<file path="src/rtl/jtp_map.svh">
// constants for the test access port: state-independent figures only
// assumes inclusion by the port module and its bench
`ifndef JTP_MAP_SVH
`define JTP_MAP_SVH
`define JTP_IR_W        4
`define JTP_IR_RESET    4'h1
`define JTP_IR_CAPTURE  4'h1
`define JTP_IR_BYPASS   4'hF
`define JTP_SYNC_STAGES 2
`define JTP_TLR_EDGES   3'h5
`endif

</file>
<file path="src/rtl/jtp_pkg.sv">
// types for the test access port
// assumes nothing of its surroundings
package jtp_pkg;
  typedef enum logic [3:0] {
    JTP_TLR, JTP_RTI, JTP_SEL_DR, JTP_CAP_DR, JTP_SHF_DR, JTP_EX1_DR, JTP_PAU_DR,
    JTP_EX2_DR, JTP_UPD_DR, JTP_SEL_IR, JTP_CAP_IR, JTP_SHF_IR, JTP_EX1_IR,
    JTP_PAU_IR, JTP_EX2_IR, JTP_UPD_IR
  } jtp_state_t;
endpackage

</file>
<file path="src/rtl/jtp_tap_port.sv">
// test access port: pins sampled on the core clock, edges of the test clock found
// assumes test pins are asynchronous and the test clock is far slower than the core clock
//
// What the port and its host must do
// RQ1: test clock comes from the host and times all test logic and shifting.
// RQ2: data input captured on each rising test clock edge; undriven reads high.
// RQ3: mode select sampled each rising edge steps the state machine; undriven high.
// RQ4: data output driven only in shift states, otherwise high impedance.
// RQ5: data output changes only on falling test clock edges.
// RQ6: low test reset resets the state machine without any test clock.
// RQ7: host should assert test reset whenever it asserts chip reset; test_core_reset in the bench asserts chip reset alone.
// RQ8: chip reset alone leaves the test port and debug state untouched.
// RQ9: standard sixteen-state sequence; five high mode edges reach logic reset.
`timescale 1ns/1ps
`include "jtp_map.svh"
module jtp_tap_port (
  // core clock and chip reset
  input  wire logic                   core_clk_in,
  input  wire logic                   rst_n_in,
  // test pins
  input  wire logic                   tck_in,
  input  wire logic                   tms_in,
  input  wire logic                   tdi_in,
  input  wire logic                   trst_n_in,
  output logic                        tdo_out,
  output logic                        tdo_oe_out,
  // debug side
  output logic [`JTP_IR_W-1:0]        instr_out,
  output logic                        in_reset_out,
  output logic                        core_reset_out
);
  logic [1:0] tck_s_ff, tms_s_ff, tdi_s_ff, trst_s_ff;
  logic       tck_d_ff;
  logic       rise, fall, trst_n_q;
  logic [2:0] hi_cnt_ff;
  jtp_pkg::jtp_state_t state_ff, nxt_state;
  logic [`JTP_IR_W-1:0] ir_sh_ff, ir_ff;
  logic       byp_ff, tdo_ff, oe_ff;

  // RQ1 sync pins; second stage only feeds logic
  always_ff @(posedge core_clk_in) begin
    tck_s_ff  <= {tck_s_ff[0], tck_in};
    tms_s_ff  <= {tms_s_ff[0], tms_in};
    tdi_s_ff  <= {tdi_s_ff[0], tdi_in};
    trst_s_ff <= {trst_s_ff[0], trst_n_in};
    tck_d_ff  <= tck_s_ff[1];
  end
  assign rise     = tck_s_ff[1] & ~tck_d_ff;
  assign fall     = ~tck_s_ff[1] & tck_d_ff;
  assign trst_n_q = trst_s_ff[1];

  // RQ9 high mode edge count
  // checker aid only; saturates so long idle in logic reset stays legal
  always_ff @(posedge core_clk_in) begin
    if (!trst_n_q)
      hi_cnt_ff <= 3'h0;
    else if (rise && !tms_s_ff[1])
      hi_cnt_ff <= 3'h0;
    else if (rise && hi_cnt_ff != `JTP_TLR_EDGES)
      hi_cnt_ff <= hi_cnt_ff + 3'h1;
  end

  // RQ9 next state on mode select
  always_comb begin
    case (state_ff)
      jtp_pkg::JTP_TLR:    nxt_state = tms_s_ff[1] ? jtp_pkg::JTP_TLR    : jtp_pkg::JTP_RTI;
      jtp_pkg::JTP_RTI:    nxt_state = tms_s_ff[1] ? jtp_pkg::JTP_SEL_DR : jtp_pkg::JTP_RTI;
      jtp_pkg::JTP_SEL_DR: nxt_state = tms_s_ff[1] ? jtp_pkg::JTP_SEL_IR : jtp_pkg::JTP_CAP_DR;
      jtp_pkg::JTP_CAP_DR: nxt_state = tms_s_ff[1] ? jtp_pkg::JTP_EX1_DR : jtp_pkg::JTP_SHF_DR;
      jtp_pkg::JTP_SHF_DR: nxt_state = tms_s_ff[1] ? jtp_pkg::JTP_EX1_DR : jtp_pkg::JTP_SHF_DR;
      jtp_pkg::JTP_EX1_DR: nxt_state = tms_s_ff[1] ? jtp_pkg::JTP_UPD_DR : jtp_pkg::JTP_PAU_DR;
      jtp_pkg::JTP_PAU_DR: nxt_state = tms_s_ff[1] ? jtp_pkg::JTP_EX2_DR : jtp_pkg::JTP_PAU_DR;
      jtp_pkg::JTP_EX2_DR: nxt_state = tms_s_ff[1] ? jtp_pkg::JTP_UPD_DR : jtp_pkg::JTP_SHF_DR;
      jtp_pkg::JTP_UPD_DR: nxt_state = tms_s_ff[1] ? jtp_pkg::JTP_SEL_DR : jtp_pkg::JTP_RTI;
      jtp_pkg::JTP_SEL_IR: nxt_state = tms_s_ff[1] ? jtp_pkg::JTP_TLR    : jtp_pkg::JTP_CAP_IR;
      jtp_pkg::JTP_CAP_IR: nxt_state = tms_s_ff[1] ? jtp_pkg::JTP_EX1_IR : jtp_pkg::JTP_SHF_IR;
      jtp_pkg::JTP_SHF_IR: nxt_state = tms_s_ff[1] ? jtp_pkg::JTP_EX1_IR : jtp_pkg::JTP_SHF_IR;
      jtp_pkg::JTP_EX1_IR: nxt_state = tms_s_ff[1] ? jtp_pkg::JTP_UPD_IR : jtp_pkg::JTP_PAU_IR;
      jtp_pkg::JTP_PAU_IR: nxt_state = tms_s_ff[1] ? jtp_pkg::JTP_EX2_IR : jtp_pkg::JTP_PAU_IR;
      jtp_pkg::JTP_EX2_IR: nxt_state = tms_s_ff[1] ? jtp_pkg::JTP_UPD_IR : jtp_pkg::JTP_SHF_IR;
      jtp_pkg::JTP_UPD_IR: nxt_state = tms_s_ff[1] ? jtp_pkg::JTP_SEL_DR : jtp_pkg::JTP_RTI;
      default:             nxt_state = jtp_pkg::JTP_TLR;
    endcase
  end

  // RQ6 test reset only; RQ8 chip reset deliberately not used here
  always_ff @(posedge core_clk_in) begin
    if (!trst_n_q)
      state_ff <= jtp_pkg::JTP_TLR;
    else if (rise)
      state_ff <= nxt_state;
  end

  // RQ2 shift data input on rising edge
  always_ff @(posedge core_clk_in) begin
    if (!trst_n_q || state_ff == jtp_pkg::JTP_TLR) begin
      ir_sh_ff <= `JTP_IR_RESET;
      ir_ff    <= `JTP_IR_RESET;
      byp_ff   <= 1'b0;
    end else if (rise) begin
      case (state_ff)
        jtp_pkg::JTP_CAP_IR: ir_sh_ff <= `JTP_IR_CAPTURE;
        jtp_pkg::JTP_SHF_IR: ir_sh_ff <= {tdi_s_ff[1], ir_sh_ff[`JTP_IR_W-1:1]};
        jtp_pkg::JTP_UPD_IR: ir_ff    <= ir_sh_ff;
        jtp_pkg::JTP_CAP_DR: byp_ff   <= 1'b0;
        jtp_pkg::JTP_SHF_DR: byp_ff   <= tdi_s_ff[1];
        default: ;
      endcase
    end
  end

  // RQ4 RQ5 output and enable move on falling edge or clear on test reset
  always_ff @(posedge core_clk_in) begin
    if (!trst_n_q) begin
      tdo_ff <= 1'b0;
      oe_ff  <= 1'b0;
    end else if (fall) begin
      oe_ff  <= (state_ff == jtp_pkg::JTP_SHF_IR) || (state_ff == jtp_pkg::JTP_SHF_DR);
      tdo_ff <= (state_ff == jtp_pkg::JTP_SHF_IR) ? ir_sh_ff[0] : byp_ff;
    end
  end

  assign tdo_out        = tdo_ff;
  assign tdo_oe_out     = oe_ff;
  assign instr_out      = ir_ff;
  assign in_reset_out   = (state_ff == jtp_pkg::JTP_TLR);
  // RQ8 core reset follows chip reset alone
  assign core_reset_out = ~rst_n_in;
endmodule // jtp_tap_port

</file>
<file path="config.mk">
export PLATFORM = sky130hd
export DESIGN_NAME = jtp_tap_port
export DESIGN_NICKNAME = d
export VERILOG_FILES = /design/src/rtl/jtp_pkg.sv /design/src/rtl/jtp_tap_port.sv
export VERILOG_INCLUDE_DIRS = /design/src /design/src/rtl
export SDC_FILE = /design/constraint.sdc
export NUM_CORES = 1
export LEC_CHECK = 0
export ABC_AREA = 1
export BUFFER_PORTS_ARGS = -buffer_cell sky130_fd_sc_hd__buf_2
export CAP_MARGIN = 20
export CORE_ASPECT_RATIO = 0.5
export CORE_MARGIN = 3
export CORE_UTILIZATION = 40
export CTS_CLUSTER_DIAMETER = 120
export DETAILED_ROUTE_END_ITERATION = 8
export PLACE_DENSITY = 0.66
export SKIP_LAST_GASP = 1
export SLEW_MARGIN = 20
export SYNTH_ARGS = -nofsm -noshare
export SYNTH_HDL_FRONTEND = slang
export SYNTH_SLANG_ARGS = --single-unit
</file>
<file path="constraint.sdc">
create_clock -name core_clk_in -period 2.6 [get_ports core_clk_in]
set_input_delay 0.39 -clock core_clk_in [delete_from_list [all_inputs] [get_ports core_clk_in]]
set_output_delay 0.39 -clock core_clk_in [all_outputs]
set_load 0.1 [all_outputs]
</file>
After elaboration in Yosys (flattened, before gate mapping). Cells that the tools add are included.

Word-level logic and storage cells: 59. Register bits after elaboration: 24. Memories: 0. Memory bits (read-only): 0. RAM bits: 0. Bits in latches: 0.

Reduce and logical (&&, ||, !) cells: 12. Magnitude comparators: 0. Divide/modulo/power cells: 0. Multiply operators: 0. Shifts and indexed selects: 0. Mux-type cells: 16. Add/sub/neg operators: 0. Bitwise gates (word level): 5. Equality and inequality tests: 15.

Operators by type and width (count): $pmux 4 s12 (1); $eq 4x4->1 const B (8); $eq 4x3->1 const B (4); $mux 4 (4); $eq 4x2->1 const B (2); $pmux 4 s2 (1); $mux 2 (3); $mux 3 (2); $reduce_and 2->1 (3); $eq 4x1->1 const B (1); $logic_not 4->1 (1); $mux 1 (4); $reduce_bool 2->1 (2); $reduce_or 2->1 (2); $not 1->1 (3); $reduce_or 3->1 (1); $and 1x1->1 (2); $logic_or 1x1->1 (2); $pmux 1 s2 (1); $logic_not 1->1 (1).

Logic depth before layout (Yosys ltp).
Depth after elaboration: 3. Gate-level depth with buffers: 10. Depth with buffers taken out: 9.

Worst setup path after synthesis. No wires, ideal clock.

Path kind: reg-to-output. From: register state_ff[1]. To: output port in_reset_out. Setup slack: 1.150 ns. Required time: 2.210 ns. Arrival: 1.060 ns. Buffers on the path: 1. Cell stages (with the launch flop): 5. Cells stage by stage: dfxtp_1 -> buf_2 -> nor2_2 -> nand2_1 -> inv_2.

Word-level cells in the longest chain between the ends: 1.

RTL lines: from (decl) (RTL line jtp_tap_port.sv:36) `jtp_pkg::jtp_state_t state_ff, nxt_state;`; from (signal assigned) (RTL line jtp_tap_port.sv:89) `state_ff <= jtp_pkg::JTP_TLR;`; from (signal assigned) (RTL line jtp_tap_port.sv:91) `state_ff <= nxt_state;`; $logic_not 4->1 (RTL line jtp_tap_port.sv:126) `assign in_reset_out = (state_ff == jtp_pkg::JTP_TLR);`; to (decl) (RTL line jtp_tap_port.sv:29) `output logic in_reset_out,`.

Every way passes these cells.

Worst setup path after layout.
From: register state_ff[3]. To: output port in_reset_out.

The elaborated chain is that of the path after synthesis.

==> metrics.cfg <==
[run]
maxCapViolCount = 0

[global_routing]
grt_max_degree = 15
met1_usage_pct = 18.76
use_met3_pct = 4.721
grt_pass1_vias = 796
track_usage_pct = 13.91
grt_pass1_wl_mm = 3.594
antenna_found_initial = 0
overflow = 0
globalRouteMet2Util_pct = 20.40
gr-max-usage-layer = met2

[synth]
synth_mux_area_share_pct = 0
ys_ff_latch = 24
synth_area_per_cell_sq_um = 6.873
yosys_warnings = 0
synth_compound_area_share_pct = 12.06
synth_top_family_by_area = simple AND/OR/NAND/NOR gates
seq_area_frac_synth_pct = 45.39
synth_fa_ha_area_share_pct = 0
synth_nets = 160
synthCells = 154
yosys.area_share.simple_pct = 33.92
ys_types = 18
synth_area_sq_um = 1059
synth-xor-area-share_pct = 0

[power_and_ir_drop]
ir_drop_mv = 0.4270
pwr_density_cell_nw_per_um2 = 625.3
p_leak_nw = 0.6104

[die]
rows = 12
start_util_pct = 44.90
die_height_microns = 42.38
dieWidth_microns = 78.75
die_area_sq_um = 3337
ios = 14
core_area_sq_um = 2357

[route]
first_iter_violations = 151
first_pass_iters = 5
wl_per_cell_microns = 10.61
num_vias = 955
avgViaCountPerCell = 4.681
ant_nets = 0
remaining_drc_errors = 0
drt-total-wl_mm = 2.165

[placed_design]
portBuffers = 13
detailed_place_hpwl_mm = 1.571
place_area_sq_um = 1155
place_inst = 200
gp_congestion = 0.9531

[final_layout]
drive_gt1_share_pct = 19.53
multi_input_area_sq_um = 486.7
final_cell_count_no_fill = 204
area_growth_pct = 15.84
diodes = 0
n_fill_cell = 222
ff_latch_area_sq_um = 480.5
nets = 176
fin_area_sq_um = 1226

[timing]
tightest_slew_ns = 0.4877
setup_viol = 0
clock_skew_ns = 0.004970
clock.fmax_ghz = 0.5188
finalHoldViolations = 0
slew_viol_final = 0
fin_crit_sh_pct = 74.14
finalCriticalPeriod_ns = 1.928
max_slew_margin_pct = 67.71
rsz0062_at_grt = false
tns_ns = 0

[clock_network]
cts.path.max_buffers = 2
clkSinkCount = 24
clk_pin_slew_ns = 0.09
post-cts-setup-buffers = 0
post_cts_resize_count = 0
htreeDepth = 1
hold_buffers = 0
cts_root_buf = clkbuf_8
cts_tree = done
clk_latency_ns = 0.27
cts_made_buffers = 3

[worst_hold_path]
hold_end = tms_s_ff[0]
holdCritStartpoint = tms_in
hold_path_class = primary input to register
hold_path_depth = 1

[setup_path]
cp_slowest_cell = buf_2
start_kind = register
cp.required_ns = 2.21
max_stage_delay_ns = 0.42
cp_top_family = buffers and inverters
r2r-end = state_ff[1]
worstRegToRegCells = 8
crit_arrival_ns = 1.54
r2r_setup_slack_ns = 1.15
cp-end-kind = output pin
worst-path-buf-inv = 2
reg2reg_from = state_ff[0]
cp_max_fo = 7
path_cells = nor2_1 -> nand2_1 -> inv_2 -> buf_2
setup.worst_path.class = register to output pin

[outcome]
status = completed

-- cell usage after synthesis, drive strengths merged --
master / number / area share [%]
a211oi: 1 / 1.2
o211ai: 2 / 1.4
a21oi: 11 / 5.2
nand2: 51 / 19
nand3: 8 / 3.8
inv: 21 / 7.4
buf: 2 / 1.2
nor3: 1 / 0.47
dfxtp: 24 / 45
nor2: 22 / 9.7
o21ai: 9 / 4.3
nand4: 2 / 1.2
-- cell type report --
| type | count | area share [%] |
|---|---|---|
| inverter | 21 | 6.429 |
| sequential | 24 | 39.18 |
| multi-input combinational | 107 | 39.69 |
| timing repair buffer | 13 | 5.306 |
| clock inverter | 1 | 2.449 |
| clock buffer | 3 | 3.367 |
| tap | 35 | 3.571 |
-- worst register-to-register path: cells and delay by family (launching register included) --
kind | cells | cell delay [ns]
DFF | 1 | 0.50
and+or+nand+nor | 6 | 0.62
AOI/OAI and AO/OA | 1 | 0.15
buffers and inverters | 1 | 0.11
-- how the worst max path moves through the flow --
stage / start / endpoint / slack [ns] / cells past startpoint
finish: state_ff[3] / in_reset_out / 0.67 / 4
global placement: state_ff[1] / in_reset_out / 1.05 / 4
CTS: state_ff[3] / in_reset_out / 0.68 / 4
global route: state_ff[1] / in_reset_out / 0.58 / 4
detailed placement: state_ff[3] / in_reset_out / 1.01 / 4
floorplan: state_ff[1] / in_reset_out / 1.15 / 4
-- state kept, by name, summed over array words and instances (netlist names) --
name        count
tck_d_ff        1
state_ff        4
tms_s_ff        2
trst_s_ff       2
tdo_out         1
byp_ff          1
instr_out       4
tck_s_ff        2
tdo_oe_out      1
tdi_s_ff        2
ir_sh_ff        4
-- cells in the final DEF, fill, tap and decap left out, drive strengths merged --
cell and n:
nand2 51, dfxtp 24, nor2 22, inv 21
buf 13, a21oi 11, o21ai 9, nand3 8
clkbuf 3, nand4 2, o211ai 2, a211oi 1
nor3 1, bufinv 1
-- where the power goes --
| group | switching [W] | total (W) | internal (W) |
|---|---|---|---|
| clock | 0.000120 | 0.000326 | 0.000206 |
| combinational | 0.0000453 | 0.0000568 | 0.0000115 |
| sequential | 0.00000696 | 0.000384 | 0.000377 |
| total | 0.000172 | 0.000767 | 0.000595 |
-- through the flow --
stage          total power (W)  setup WS (ns)  utilization (%)  hold WS, ns
2_1_floorplan        0.0004377          1.150                -       0.3096
3_3_place_gp         0.0004497          1.049            48.99       0.3099
3_5_place_dp         0.0004494          1.014            48.99       0.3132
4_1_cts              0.0007742         0.6780            52.02       0.2101
5_1_grt              0.0007926         0.5845            52.02       0.2046
6_report             0.0007667         0.6725            52.02       0.2185
-- metal layers --
metal	vias to the layer above	routed length, microns
met3	4	162
met1	403	1104
met2	35	864
met5	-	0
met4	0	34
li1	513	-
-- cells by family (layout without fill, tap and decap cells) --
family | after synthesis | after routing
DFF | 24 | 24
AOI/OAI and AO/OA | 23 | 23
and+or+nand+nor | 84 | 84
buffers and inverters | 23 | 38
Power figures use the tool's default switching activity.
